<file path="config.mk">
export PLATFORM = sky130hd
export DESIGN_NAME = tcrp_timer
export DESIGN_NICKNAME = d
export VERILOG_FILES = /design/src/verilog/tcrp_pkg.sv /design/src/verilog/tcrp_timer.sv
export SDC_FILE = /design/constraint.sdc
export NUM_CORES = 1
export LEC_CHECK = 0
export ABC_AREA = 1
export BUFFER_PORTS_ARGS = -buffer_cell sky130_fd_sc_hd__buf_2
export CAP_MARGIN = 10
export CORE_MARGIN = 10
export CORE_UTILIZATION = 49
export CTS_BUF_LIST = sky130_fd_sc_hd__clkbuf_4
export DETAILED_ROUTE_END_ITERATION = 12
export GPL_TIMING_DRIVEN = 0
export PLACE_DENSITY = 0.72
export SETUP_SLACK_MARGIN = 0.3
export SLEW_MARGIN = 20
export SYNTH_ARGS = -nofsm -noshare
export SYNTH_HDL_FRONTEND = slang
export SYNTH_SLANG_ARGS = --single-unit
</file>
<file path="constraint.sdc">
create_clock -name mclk_in -period 2.45 [get_ports mclk_in]
set_clock_uncertainty 0.05 [all_clocks]
set_input_delay 0.245 -clock mclk_in [delete_from_list [all_inputs] [get_ports mclk_in]]
set_output_delay 0.245 -clock mclk_in [all_outputs]
set_load 0.01 [all_outputs]
</file>
<file path="src/verilog/tcrp_pkg.sv">
package tcrp_pkg;

  // ****************************************************************
  // Register map (byte addresses, one aligned word each)
  // ****************************************************************
  localparam logic [4:0] CTRL_OFS   = 5'h00;
  localparam logic [4:0] MODE_OFS   = 5'h04;
  localparam logic [4:0] MODE2_OFS  = 5'h08;
  localparam logic [4:0] OPMODE_OFS = 5'h0c;
  localparam logic [4:0] COUNT_OFS  = 5'h10;
  localparam logic [4:0] CAP_OFS    = 5'h14;

  // ****************************************************************
  // Field positions
  // ****************************************************************
  localparam int CTRL_OVF   = 7;
  localparam int CTRL_EXT   = 6;
  localparam int CTRL_BANK5 = 5;
  localparam int CTRL_BANK4 = 4;
  localparam int CTRL_FALL  = 3;
  localparam int CTRL_RUN   = 2;
  localparam int CTRL_CT    = 1;
  localparam int MODE_SPLIT = 7;
  localparam int MODE_BANK6 = 6;
  localparam int MODE_LRUN  = 5;
  localparam int MODE_LRCLR = 4;
  localparam int MODE_RISE  = 3;
  localparam int MODE_PRESC = 2;
  localparam int MODE_OE    = 1;
  localparam int MODE2_BSEL = 7;
  localparam int MODE2_IGN  = 6;
  localparam int MODE2_LCS  = 5;
  localparam int MODE2_CKSH = 4;

  // ****************************************************************
  // Reset values and timing
  // ****************************************************************
  localparam logic [15:0] COUNT_RST    = 16'h0000;
  localparam logic [15:0] CAP_RST      = 16'h0000;
  localparam logic [3:0]  PRESCALE_DIV = 4'hc;
  localparam logic [3:0]  PRESCALE_LAST = PRESCALE_DIV - 4'h1;
  localparam int          LOW_EXT_A    = 2;
  localparam int          LOW_EXT_B    = 3;

  typedef enum logic [2:0] {
    TCRP_M_RELOAD  = 3'h0,
    TCRP_M_RELEDGE = 3'h1,
    TCRP_M_CAPT    = 3'h2,
    TCRP_M_CAPZERO = 3'h3,
    TCRP_M_PWM     = 3'h4,
    TCRP_M_RSV5    = 3'h5,
    TCRP_M_DUTY    = 3'h6,
    TCRP_M_RSV7    = 3'h7
  } tcrp_mode_type;

  typedef enum logic [1:0] {
    TCRP_D_IDLE = 2'b00,
    TCRP_D_ONE  = 2'b01,
    TCRP_D_TWO  = 2'b11
  } tcrp_duty_type;

  typedef struct packed {
    logic [7:0]    trig_s1;
    logic [7:0]    trig_s2;
    logic [7:0]    clk_s1;
    logic [7:0]    clk_s2;
    logic [7:0]    clk_prev;
    logic          trig_prev;
    logic [3:0]    pre_cnt;
    logic [15:0]   cnt;
    logic [15:0]   cap;
    logic          overflow_flag;
    logic          external_flag;
    logic          low_overflow_flag;
    logic          low_irq_enable;
    logic          receive_clock_select;
    logic          transmit_clock_select;
    logic          falling_edge_enable;
    logic          run_bit;
    logic          counter_timer_select;
    logic          split_enable;
    logic          low_prescale_select;
    logic          edge_invert_control;
    logic          low_run_bit;
    logic          low_run_auto_clear;
    logic          rising_edge_enable;
    logic          clock_prescale_select;
    logic          output_enable_bit;
    logic          bit_bank_select;
    logic          overflow_irq_ignore;
    logic          low_clock_select;
    logic          clock_source_select_high;
    logic [2:0]    trig_sel;
    tcrp_mode_type mode;
    tcrp_duty_type duty;
    logic          wreq;
    logic [31:0]   rdata;
    logic          ovf_evt;
    logic          irq;
    logic          pin;
  } tcrp_state_type;

endpackage : tcrp_pkg

</file>
<file path="src/verilog/tcrp_timer.sv">
// Our own choices: the address map and the Avalon-MM interface to the registers.
`timescale 1ns/1ns
`default_nettype none

module tcrp_timer
  import tcrp_pkg::*;
(
  input  wire logic        mclk_in,            // 250 MHz clock
  input  wire logic        resetn_in,          // Async reset, low
  input  wire logic [4:0]  address_in,         // Byte address
  input  wire logic        read_in,            // Avalon read
  input  wire logic        write_in,           // Avalon write
  input  wire logic [3:0]  byteenable_in,      // Byte lanes
  input  wire logic [31:0] writedata_in,       // Write data
  output logic      [31:0] readdata_out,       // Read data
  output logic             waitrequest_out,    // Avalon wait
  input  wire logic [7:0]  trig_src_in,        // Trigger candidates
  input  wire logic [7:0]  clk_src_in,         // External count sources
  output logic             wide_overflow_out,  // Overflow event pulse
  output logic             irq_out,            // Timer interrupt
  output logic             clock_output_pin_out // PWM output pin
);
  import tcrp_pkg::*;

  // ****************************************************************
  // State
  // ****************************************************************
  tcrp_state_type s_reg;
  tcrp_state_type s_next;

  logic        pre_tick;
  logic [7:0]  ext_tick;
  logic        htick;
  logic        ltick;
  logic        trig_lvl;
  logic        fall;
  logic        rise;
  logic        edge_en;
  logic        hov;
  logic        lov;
  logic        ext_set;
  logic        acc;
  logic        acc_wr;
  logic        pwm;
  logic [7:0]  ctrl_rd;
  logic [7:0]  mode_rd;
  logic [7:0]  mode2_rd;
  logic        wr_lo;
  logic        wr_hi;

  always_comb
  begin
    s_next   = s_reg;
    hov      = 1'b0;
    lov      = 1'b0;
    ext_set  = 1'b0;
    // Synchronisers: first stage feeds only the second
    s_next.trig_s1  = trig_src_in;
    s_next.trig_s2  = s_reg.trig_s1;
    s_next.clk_s1   = clk_src_in;
    s_next.clk_s2   = s_reg.clk_s1;
    s_next.clk_prev = s_reg.clk_s2;
    pre_tick = (s_reg.pre_cnt == PRESCALE_LAST);
    s_next.pre_cnt = pre_tick ? 4'h0 : s_reg.pre_cnt + 4'h1;
    ext_tick = s_reg.clk_s2 & ~s_reg.clk_prev;

    // ****************************************************************
    // Clock source selection
    // ****************************************************************
    case ({s_reg.clock_source_select_high, s_reg.clock_prescale_select,
           s_reg.counter_timer_select})
      3'b000:  htick = pre_tick;
      3'b010:  htick = 1'b1;
      default: htick = ext_tick[{s_reg.clock_source_select_high,
                                 s_reg.clock_prescale_select,
                                 s_reg.counter_timer_select}];
    endcase
    case ({s_reg.low_clock_select, s_reg.low_prescale_select})
      2'b00:   ltick = pre_tick;
      2'b01:   ltick = 1'b1;
      2'b10:   ltick = ext_tick[LOW_EXT_A];
      default: ltick = ext_tick[LOW_EXT_B];
    endcase

    // Mux change may fake one edge; software should select first
    trig_lvl = s_reg.trig_s2[s_reg.trig_sel]
               ^ s_reg.edge_invert_control;
    s_next.trig_prev = trig_lvl;
    fall = s_reg.trig_prev & ~trig_lvl;
    rise = ~s_reg.trig_prev & trig_lvl;
    edge_en = (fall & s_reg.falling_edge_enable)
              | (rise & s_reg.rising_edge_enable);

    // ****************************************************************
    // Counting
    // ****************************************************************
    if (!s_reg.split_enable && s_reg.mode == TCRP_M_DUTY)
    begin
      if (s_reg.run_bit && s_reg.duty != TCRP_D_IDLE && htick)
      begin
        hov = (s_reg.cnt == 16'hffff);
        s_next.cnt = s_reg.cnt + 16'h0001;
      end
      case (s_reg.duty)
        TCRP_D_IDLE:
        begin
          if (s_reg.run_bit && rise)
          begin
            s_next.duty = TCRP_D_ONE;
            s_next.cnt  = 16'h0000;
          end
        end
        TCRP_D_ONE:
        begin
          if (rise | fall)
          begin
            s_next.cap  = s_reg.cnt;
            ext_set     = s_reg.falling_edge_enable;
            s_next.duty = TCRP_D_TWO;
          end
        end
        default:
        begin
          if (rise | fall)
          begin
            s_next.run_bit = 1'b0;
            s_next.cnt     = s_reg.cnt;
            ext_set        = s_reg.rising_edge_enable;
            s_next.duty    = TCRP_D_IDLE;
          end
        end
      endcase
      if (!s_reg.run_bit)
        s_next.duty = TCRP_D_IDLE;
    end
    else if (!s_reg.split_enable)
    begin
      s_next.duty = TCRP_D_IDLE;
      if (s_reg.run_bit && htick)
      begin
        if (s_reg.cnt == 16'hffff)
        begin
          hov = 1'b1;
          s_next.cnt = (s_reg.mode == TCRP_M_RELOAD ||
                        s_reg.mode == TCRP_M_RELEDGE)
                       ? s_reg.cap : 16'h0000;
        end
        else
          s_next.cnt = s_reg.cnt + 16'h0001;
      end
      if (edge_en)
      begin
        ext_set = 1'b1;
        case (s_reg.mode)
          TCRP_M_RELEDGE: s_next.cnt = s_reg.cap;
          TCRP_M_CAPT:    s_next.cap = s_reg.cnt;
          TCRP_M_CAPZERO:
          begin
            s_next.cap = s_reg.cnt;
            s_next.cnt = 16'h0000;
          end
          default: ;
        endcase
      end
    end
    else
    begin
      s_next.duty = TCRP_D_IDLE;
      if (s_reg.run_bit && htick)
      begin
        if (s_reg.cnt[15:8] == 8'hff)
        begin
          hov = 1'b1;
          s_next.cnt[15:8] = s_reg.cap[15:8];
        end
        else
          s_next.cnt[15:8] = s_reg.cnt[15:8] + 8'h01;
      end
      if (hov && s_reg.low_run_auto_clear)
        s_next.low_run_bit = 1'b0;
      if (s_reg.mode == TCRP_M_PWM)
      begin
        if (hov)
          s_next.cnt[7:0] = s_reg.cap[7:0];
        // Trigger still flags here, though it moves no counter
        if (edge_en)
          ext_set = 1'b1;
      end
      else
      begin
        if (s_reg.low_run_bit && ltick)
        begin
          if (s_reg.cnt[7:0] == 8'hff)
          begin
            lov = 1'b1;
            s_next.cnt[7:0] = s_reg.cap[7:0];
          end
          else
            s_next.cnt[7:0] = s_reg.cnt[7:0] + 8'h01;
        end
        if (edge_en)
        begin
          ext_set = 1'b1;
          case (s_reg.mode)
            TCRP_M_RELEDGE: s_next.cnt[15:8] = s_reg.cap[15:8];
            TCRP_M_CAPT:    s_next.cap[15:8] = s_reg.cnt[15:8];
            TCRP_M_CAPZERO:
            begin
              s_next.cap[15:8] = s_reg.cnt[15:8];
              s_next.cnt[15:8] = 8'h00;
            end
            default: ;
          endcase
        end
      end
    end
    pwm = s_reg.cnt[15:8] < s_reg.cnt[7:0];

    // ****************************************************************
    // Register bus: one wait cycle, then the answer
    // ****************************************************************
    acc    = (read_in | write_in) & ~s_reg.wreq;
    acc_wr = acc & write_in;
    wr_lo  = acc_wr & byteenable_in[0];
    wr_hi  = acc_wr & byteenable_in[1];
    s_next.wreq = ~((read_in | write_in) & s_reg.wreq);
    ctrl_rd = {s_reg.overflow_flag, s_reg.external_flag,
               s_reg.bit_bank_select ? s_reg.low_overflow_flag
                                     : s_reg.receive_clock_select,
               s_reg.bit_bank_select ? s_reg.low_irq_enable
                                     : s_reg.transmit_clock_select,
               s_reg.falling_edge_enable, s_reg.run_bit,
               s_reg.counter_timer_select, 1'b0};
    mode_rd = {s_reg.split_enable,
               s_reg.bit_bank_select ? s_reg.edge_invert_control
                                     : s_reg.low_prescale_select,
               s_reg.low_run_bit, s_reg.low_run_auto_clear,
               s_reg.rising_edge_enable, s_reg.clock_prescale_select,
               s_reg.output_enable_bit, 1'b0};
    mode2_rd = {s_reg.bit_bank_select, s_reg.overflow_irq_ignore,
                s_reg.low_clock_select, s_reg.clock_source_select_high,
                1'b0, s_reg.trig_sel};
    s_next.rdata = 32'h0000_0000;
    if (address_in == CTRL_OFS)
      s_next.rdata[7:0] = ctrl_rd;
    else if (address_in == MODE_OFS)
      s_next.rdata[7:0] = mode_rd;
    else if (address_in == MODE2_OFS)
      s_next.rdata[7:0] = mode2_rd;
    else if (address_in == OPMODE_OFS)
      s_next.rdata[2:0] = s_reg.mode;
    else if (address_in == COUNT_OFS)
      s_next.rdata[15:0] = s_reg.cnt;
    else if (address_in == CAP_OFS)
      s_next.rdata[15:0] = s_reg.cap;

    if (wr_lo && address_in == CTRL_OFS)
    begin
      s_next.overflow_flag        = writedata_in[CTRL_OVF];
      s_next.external_flag        = writedata_in[CTRL_EXT];
      if (s_reg.bit_bank_select)
      begin
        s_next.low_overflow_flag  = writedata_in[CTRL_BANK5];
        s_next.low_irq_enable     = writedata_in[CTRL_BANK4];
      end
      else
      begin
        s_next.receive_clock_select  = writedata_in[CTRL_BANK5];
        s_next.transmit_clock_select = writedata_in[CTRL_BANK4];
      end
      s_next.falling_edge_enable  = writedata_in[CTRL_FALL];
      s_next.run_bit              = writedata_in[CTRL_RUN];
      s_next.counter_timer_select = writedata_in[CTRL_CT];
    end
    else if (wr_lo && address_in == MODE_OFS)
    begin
      s_next.split_enable = writedata_in[MODE_SPLIT];
      if (s_reg.bit_bank_select)
        s_next.edge_invert_control = writedata_in[MODE_BANK6];
      else
        s_next.low_prescale_select = writedata_in[MODE_BANK6];
      s_next.low_run_bit           = writedata_in[MODE_LRUN];
      s_next.low_run_auto_clear    = writedata_in[MODE_LRCLR];
      s_next.rising_edge_enable    = writedata_in[MODE_RISE];
      s_next.clock_prescale_select = writedata_in[MODE_PRESC];
      s_next.output_enable_bit     = writedata_in[MODE_OE];
    end
    else if (wr_lo && address_in == MODE2_OFS)
    begin
      s_next.bit_bank_select          = writedata_in[MODE2_BSEL];
      s_next.overflow_irq_ignore      = writedata_in[MODE2_IGN];
      s_next.low_clock_select         = writedata_in[MODE2_LCS];
      s_next.clock_source_select_high = writedata_in[MODE2_CKSH];
      s_next.trig_sel                 = writedata_in[2:0];
    end
    else if (wr_lo && address_in == OPMODE_OFS)
      s_next.mode = tcrp_mode_type'(writedata_in[2:0]);
    if (address_in == COUNT_OFS)
    begin
      if (wr_lo)
        s_next.cnt[7:0] = writedata_in[7:0];
      if (wr_hi)
        s_next.cnt[15:8] = writedata_in[15:8];
    end
    else if (address_in == CAP_OFS)
    begin
      if (wr_lo)
        s_next.cap[7:0] = writedata_in[7:0];
      if (wr_hi)
        s_next.cap[15:8] = writedata_in[15:8];
    end

    // Hardware sets win over a clearing write in the same cycle
    s_next.overflow_flag     = s_next.overflow_flag | hov;
    s_next.external_flag     = s_next.external_flag | ext_set;
    s_next.low_overflow_flag = s_next.low_overflow_flag | lov;
    s_next.ovf_evt = s_reg.split_enable ? lov : hov;
    s_next.irq = (s_next.overflow_flag & ~s_next.overflow_irq_ignore)
                 | s_next.external_flag
                 | (s_next.low_overflow_flag & s_next.low_irq_enable);
    s_next.pin = s_reg.split_enable && s_reg.mode == TCRP_M_PWM
                 && s_reg.output_enable_bit && pwm;
  end

  always_ff @(posedge mclk_in or negedge resetn_in)
  begin
    if (!resetn_in)
    begin
      s_reg      <= '0;
      s_reg.cnt  <= COUNT_RST;
      s_reg.cap  <= CAP_RST;
      s_reg.wreq <= 1'b1;
    end
    else
      s_reg <= s_next;
  end

  assign readdata_out         = s_reg.rdata;
  assign waitrequest_out      = s_reg.wreq;
  assign wide_overflow_out    = s_reg.ovf_evt;
  assign irq_out              = s_reg.irq;
  assign clock_output_pin_out = s_reg.pin;
endmodule : tcrp_timer

`default_nettype wire

</file>
# --- Yosys cells after proc, flatten, opt, wreduce, memory -nomap -nowiden ---
# Index checks and enable logic that the tools add are counted.
op_classes:
  add_sub_neg: 4
  mul: 0
  div: 0
  order_cmp: 3
  eq_ne: 22
  shift: 0
  muxes: 95
  n_bitwise: 31
  reduce_logical: 34
ops:
  columns: ["operator", "count"]
  rows:
  - ["$mux 16", 14]
  - ["$mux 8", 22]
  - ["$mux 32", 2]
  - ["$pmux 16 s2", 2]
  - ["$mux 1", 30]
  - ["$mux 24", 1]
  - ["$add 16x1->16 const B", 1]
  - ["$add 8x1->8 const B", 2]
  - ["$eq 16x16->1 const B", 1]
  - ["$eq 8x8->1 const B", 2]
  - ["$pmux 8 s2", 1]
  - ["$mux 15", 1]
  - ["$reduce_and 3->1", 5]
  - ["$logic_and 1x1->1", 14]
  - ["$mux 2", 7]
  - ["$mux 13", 1]
  - ["$and 1x1->1", 11]
  - ["$eq 5x4->1 const B", 2]
  - ["$eq 5x5->1 const B", 2]
  - ["$mux 10", 1]
  - ["$eq 3x2->1 const B", 3]
  - ["$mux 3", 3]
  - ["$mux 9", 1]
  - ["$not 1->1", 9]
  - ["other kinds (32)", 51]
totals:
  regBits: 126
  latch_bits: 0
  mem_bits_rw: 0
  mem_bits_ro: 0
  inputBits: 61
  output_inout_bits: 36
  wordCells: 227
  memories: 0

# --- Longest topological paths before layout ---
depth:
  ltp_word: 19
  mapped_depth: 17
  mapped_depth_nobuf: 16

# --- Least setup slack after synthesis ---
# Ideal clock, no wire load.
synth_path:
  path_type: "register to register"
  start: "register s_reg (netlist bit mode2_rd[0])"
  end: "register s_reg[94] (netlist bit)"
  setup_time_ns: 0.119
  t_arrival_ns: 2.475
  t_required_ns: 2.281
  slack_ns: -0.194
  path_stages_with_launch: 18
  path_buffers: 2
  period_less_slack_ns: 2.644
  path_cell_list: "dfrtp_1 > inv_1 > nor2_1 > o32ai_1 > o21ai_0 > xor2_1 > inv_1 > ha_1 > clkbuf_1 > nor2_1 > inv_1 > nand3_2 > clkbuf_2 > o21ai_0 > o21ai_1 > nand2_1 > nand3_1 > nand2_1"
synth_lines:
  columns: ["item", "line", "rtl"]
  rows:
  - ["from (decl)", "tcrp_timer.sv:28", "tcrp_state_type s_reg;"]
  - ["from (signal assigned)", "tcrp_timer.sv:335", "s_reg <= s_next;"]

==> impl_results.md <==
* Data arrival time of the worst path at approximately 3300 ps
* Sequential Power Share at 0.366
* Io pins at 97
* Nets at between 1000 and 1500
* Cell area after synthesis at a little under 8000 µm²
* CP Max Fanout at 6
* Commonest cells after routing, fill and taps aside: nand2_1, dfrtp_1, inv_1, nor2_1
* Routed wire per std cell at around 20 µm
* Synth Area in Adders at 0.0195
* RSZ-0062 raised after global routing: true
* Gr usage total at 0.263
* Full die area at 21100 µm²
* Clk sinks at 123
* Post-synthesis sequential area ratio at 0.400
* Int Power at about 4200 µW
* CTS Buf Count at 17
* DIE HEIGHT at 145 µm
* Switch share at 0.456
* EDFF count, synth at 0
* Worst Hold Class: in2async
* #FFs+latches synth at between 100 and 150
* Ys Warns at 0
* Pwr Total at about 7700 µW
* Root buffer cell: clkbuf_4
* TritonRoute pass-1 iters at 5
* Critical path required time at approximately 2900 ps
* Violated checks: setup timing
* Fmax at about 350 MHz
* Crit path capture type: register
* Delay-heaviest family, CP: compound AO/OA/AOI/OAI gates
* Synth Area in Compound Gates at 0.211
* Max_slew headroom at 0.436
* Period utilization at 1.17
* Initial cell density of the core at 0.503
* Critical-path top delay cell: dfrtp_2
* Simple-gate share of the synthesized area at 0.240
* Power per Cell Area at 746 nW/µm²
* Critical path class: reg2reg
* Top_reg_cell synth: dfrtp_1
* Clock latency on the worst-skew pair at approximately 600 ps
* Post-synth top area share at 0.396
* CP bufs+invs at 5
* Cells after Synth at between 1000 and 1500
* Pin count of the biggest net entering global routing at 81
* Total gr overflow at 0
* Placer Congestion at 0.996
* Switch Pwr at 3490 µW
* Site Rows at 45
* First-pass GRT wire length at approximately 44000 µm
* XOR/XNOR share of the synthesized area at 0.0148
* CTS tree: yes
* Final worst path period need at approximately 2900 ps
* Placeable Area at between 15000 and 20000 µm²
* Area Overhead vs Synth at 33.3%
* Startpoint types: register
* Synth unique cells at 50
* Max incr delay on CP at ~490 ps
* Final hold violation count at 0
* I/O Buffers at approximately 60
* Logic pwr share at 0.440
* CTS H-tree lvls at 4
* Measured slew at the worst slew-check pin at around 850 ps
* Layout cell share with drive strength beyond 1 at 0.289
* Cells along the critical path: buf_6 -> nor2_4 -> o32ai_2 -> o21ai_2 -> xor2_2 -> inv_2 -> ha_4 -> clkbuf_16 -> nor2_4 -> buf_4 -> buf_8 -> o21ai_1 -> a21oi_1 -> nor3_2 -> a21oi_1
* CP Depth at 15
* Drt drc at 0
* Utilization after layout at 0.671
* Dpl hpwl at about 20000 µm
* Max Cap Viol at 0
* Die W at around 150 µm
* Max reg flops at between 60 and 70
* Clock power share at 0.194
* Final WS setup at -418 ps
* Status: finished, violations left
* Peak supply drop at about 0.48 mV
* Final wirelength at ~30000 µm
* Post-DR vias/cell at 5.81
* Most common cell after layout, fill and taps aside: nand2_1
* Synthesized area per cell at around 7.3 µm²
* Clock slew at reported path FFs at 160 ps
* Initial antenna violation count at 1
* Leak at between 0.004 and 0.005 µW
* Area leader, netlist: dfrtp_1
* Reg2Reg Depth at 15
* CTS Buffer Depth at 2
* Final setup viols at 37
* Starting DRT DRC Count at about 1100
* Synth top area cells: dfrtp_1, nand2_1, o21ai_0
* Largest family of logic cells by synthesized area: simple AND/OR/NAND/NOR gates
* Fraction of registers with async set/reset at 1.00
* Via count at 8461
* Mux contribution to synthesized area at 0.00130
* Vias in the first global route at about 7600
* Count of final max-slew check failures at 0
* Post-route ant nets at 0
## worst reg2reg max path, delay by kind of cell, from the launching register on
family,cells,cell delay (ps)
DFF,1,490
buffers and inverters,5,670
AOI/OAI and AO/OA,5,730
adders and majority gates,1,220
xor gates and xnor gates,1,230
and+or+nand+nor,3,390
## synth_stat cells, types with 2 or more instances
master and instances:
nand2_1 242, dfrtp_1 122, o21ai_0 115, inv_1 107
a21oi_1 93, nor2_1 81, nand3_1 56, buf_4 37
o211ai_1 18, a31oi_1 16, o22ai_1 13, clkbuf_1 12
ha_1 12, xor2_1 12, buf_2 11, nor3_1 9
o21ai_1 9, clkinv_1 8, inv_2 8, nor2_4 7
nor2_2 6, a22oi_1 5, nand2_2 5, nand3_2 4
o21bai_1 4, a21oi_2 3, nand4_1 3, o2111ai_1 3
a211oi_1 2, buf_1 2, buf_6 2, nand2_4 2
nand3b_1 2, o221ai_1 2, o31ai_1 2
## per-layer routing
metal / vias to the layer above / global-route usage / routed length, µm
met5: - / 0 / 0
met4: 0 / 0.121 / 1230
met3: 104 / 0.0702 / 3430
met2: 591 / 0.388 / 13200
met1: 3932 / 0.353 / 11900
li1: 3834 / - / -
## power groups by stage
stage          clock [µW]  combinational [µW]  sequential [µW]
6_report             1490                3370             2800
4_1_cts              1510                2990             2750
3_3_place_gp            0                2760             2770
3_5_place_dp            0                2790             2770
5_1_grt              1590                3690             2820
2_1_floorplan           0                2110             2620
## final timing paths
| check | startpoint | endpoint | slack, ps |
|---|---|---|---|
| hold / removal | resetn_in | s_reg[72] | 70 |
| max in group asynchronous | resetn_in | mode2_rd[0] | 1530 |
| min in group mclk_in | address_in[2] | readdata_out[7] | 110 |
| hold reg to reg | s_next[117] | s_next[109] | 310 |
| setup / recovery | mode2_rd[0] | s_reg[70] | -420 |
| setup reg to reg | mode2_rd[0] | s_reg[70] | -420 |
## cell families (layout without fill, tap and decap cells)
family	count (synthesis)	after routing
compound gates	290	290
simple gates	422	422
other cells	1	17
mux	1	1
xor+xnor	13	13
flops	123	123
fa+ha+maj	12	12
buf+inv	188	367
## per-stage QoR
| step | worst slack (ps) | setup TNS (ps) | cell area, µm² | hold WS, ps | std cells |
|---|---|---|---|---|---|
| 2_1_floorplan | 104 | 0 | 7980 | -101 | 1065 |
| 5_1_grt | -458 | -14280 | 10300 | 97.4 | 1456 |
| 4_1_cts | -413 | -12140 | 9680 | 70.6 | 1427 |
| 3_5_place_dp | -560 | -13080 | 8580 | 135 | 1338 |
| 3_3_place_gp | -568 | -69780 | 8550 | 282 | 1337 |
| 6_report | -418 | -11880 | 10300 | 74.0 | 1456 |
## layout make-up
class,instances,area (µm²)
plain buffers,65,541
inverters,123,507
diodes,1,2.50
flip-flops and latches,123,3080
repair buffers,145,1170
well taps,211,264
repair inverters,2,25.0
multi-input cells,754,4400
clock inverters,15,153
clock buffers,17,128
fillers,1295,5040
## repair_timing
| item | CTS | global route |
|---|---|---|
| gates resized for setup | 67 | 98 |
| pin swaps | 25 | 40 |
| endpoints found under the hold margin | 180 | 0 |
| endpoints found under the setup margin | 39 | 42 |
| hold buffers | 34 | 0 |
| setup buffers | 18 | 25 |
| gates cloned | 5 | 3 |
No activity file was read; power rests on OpenSTA's default activity.
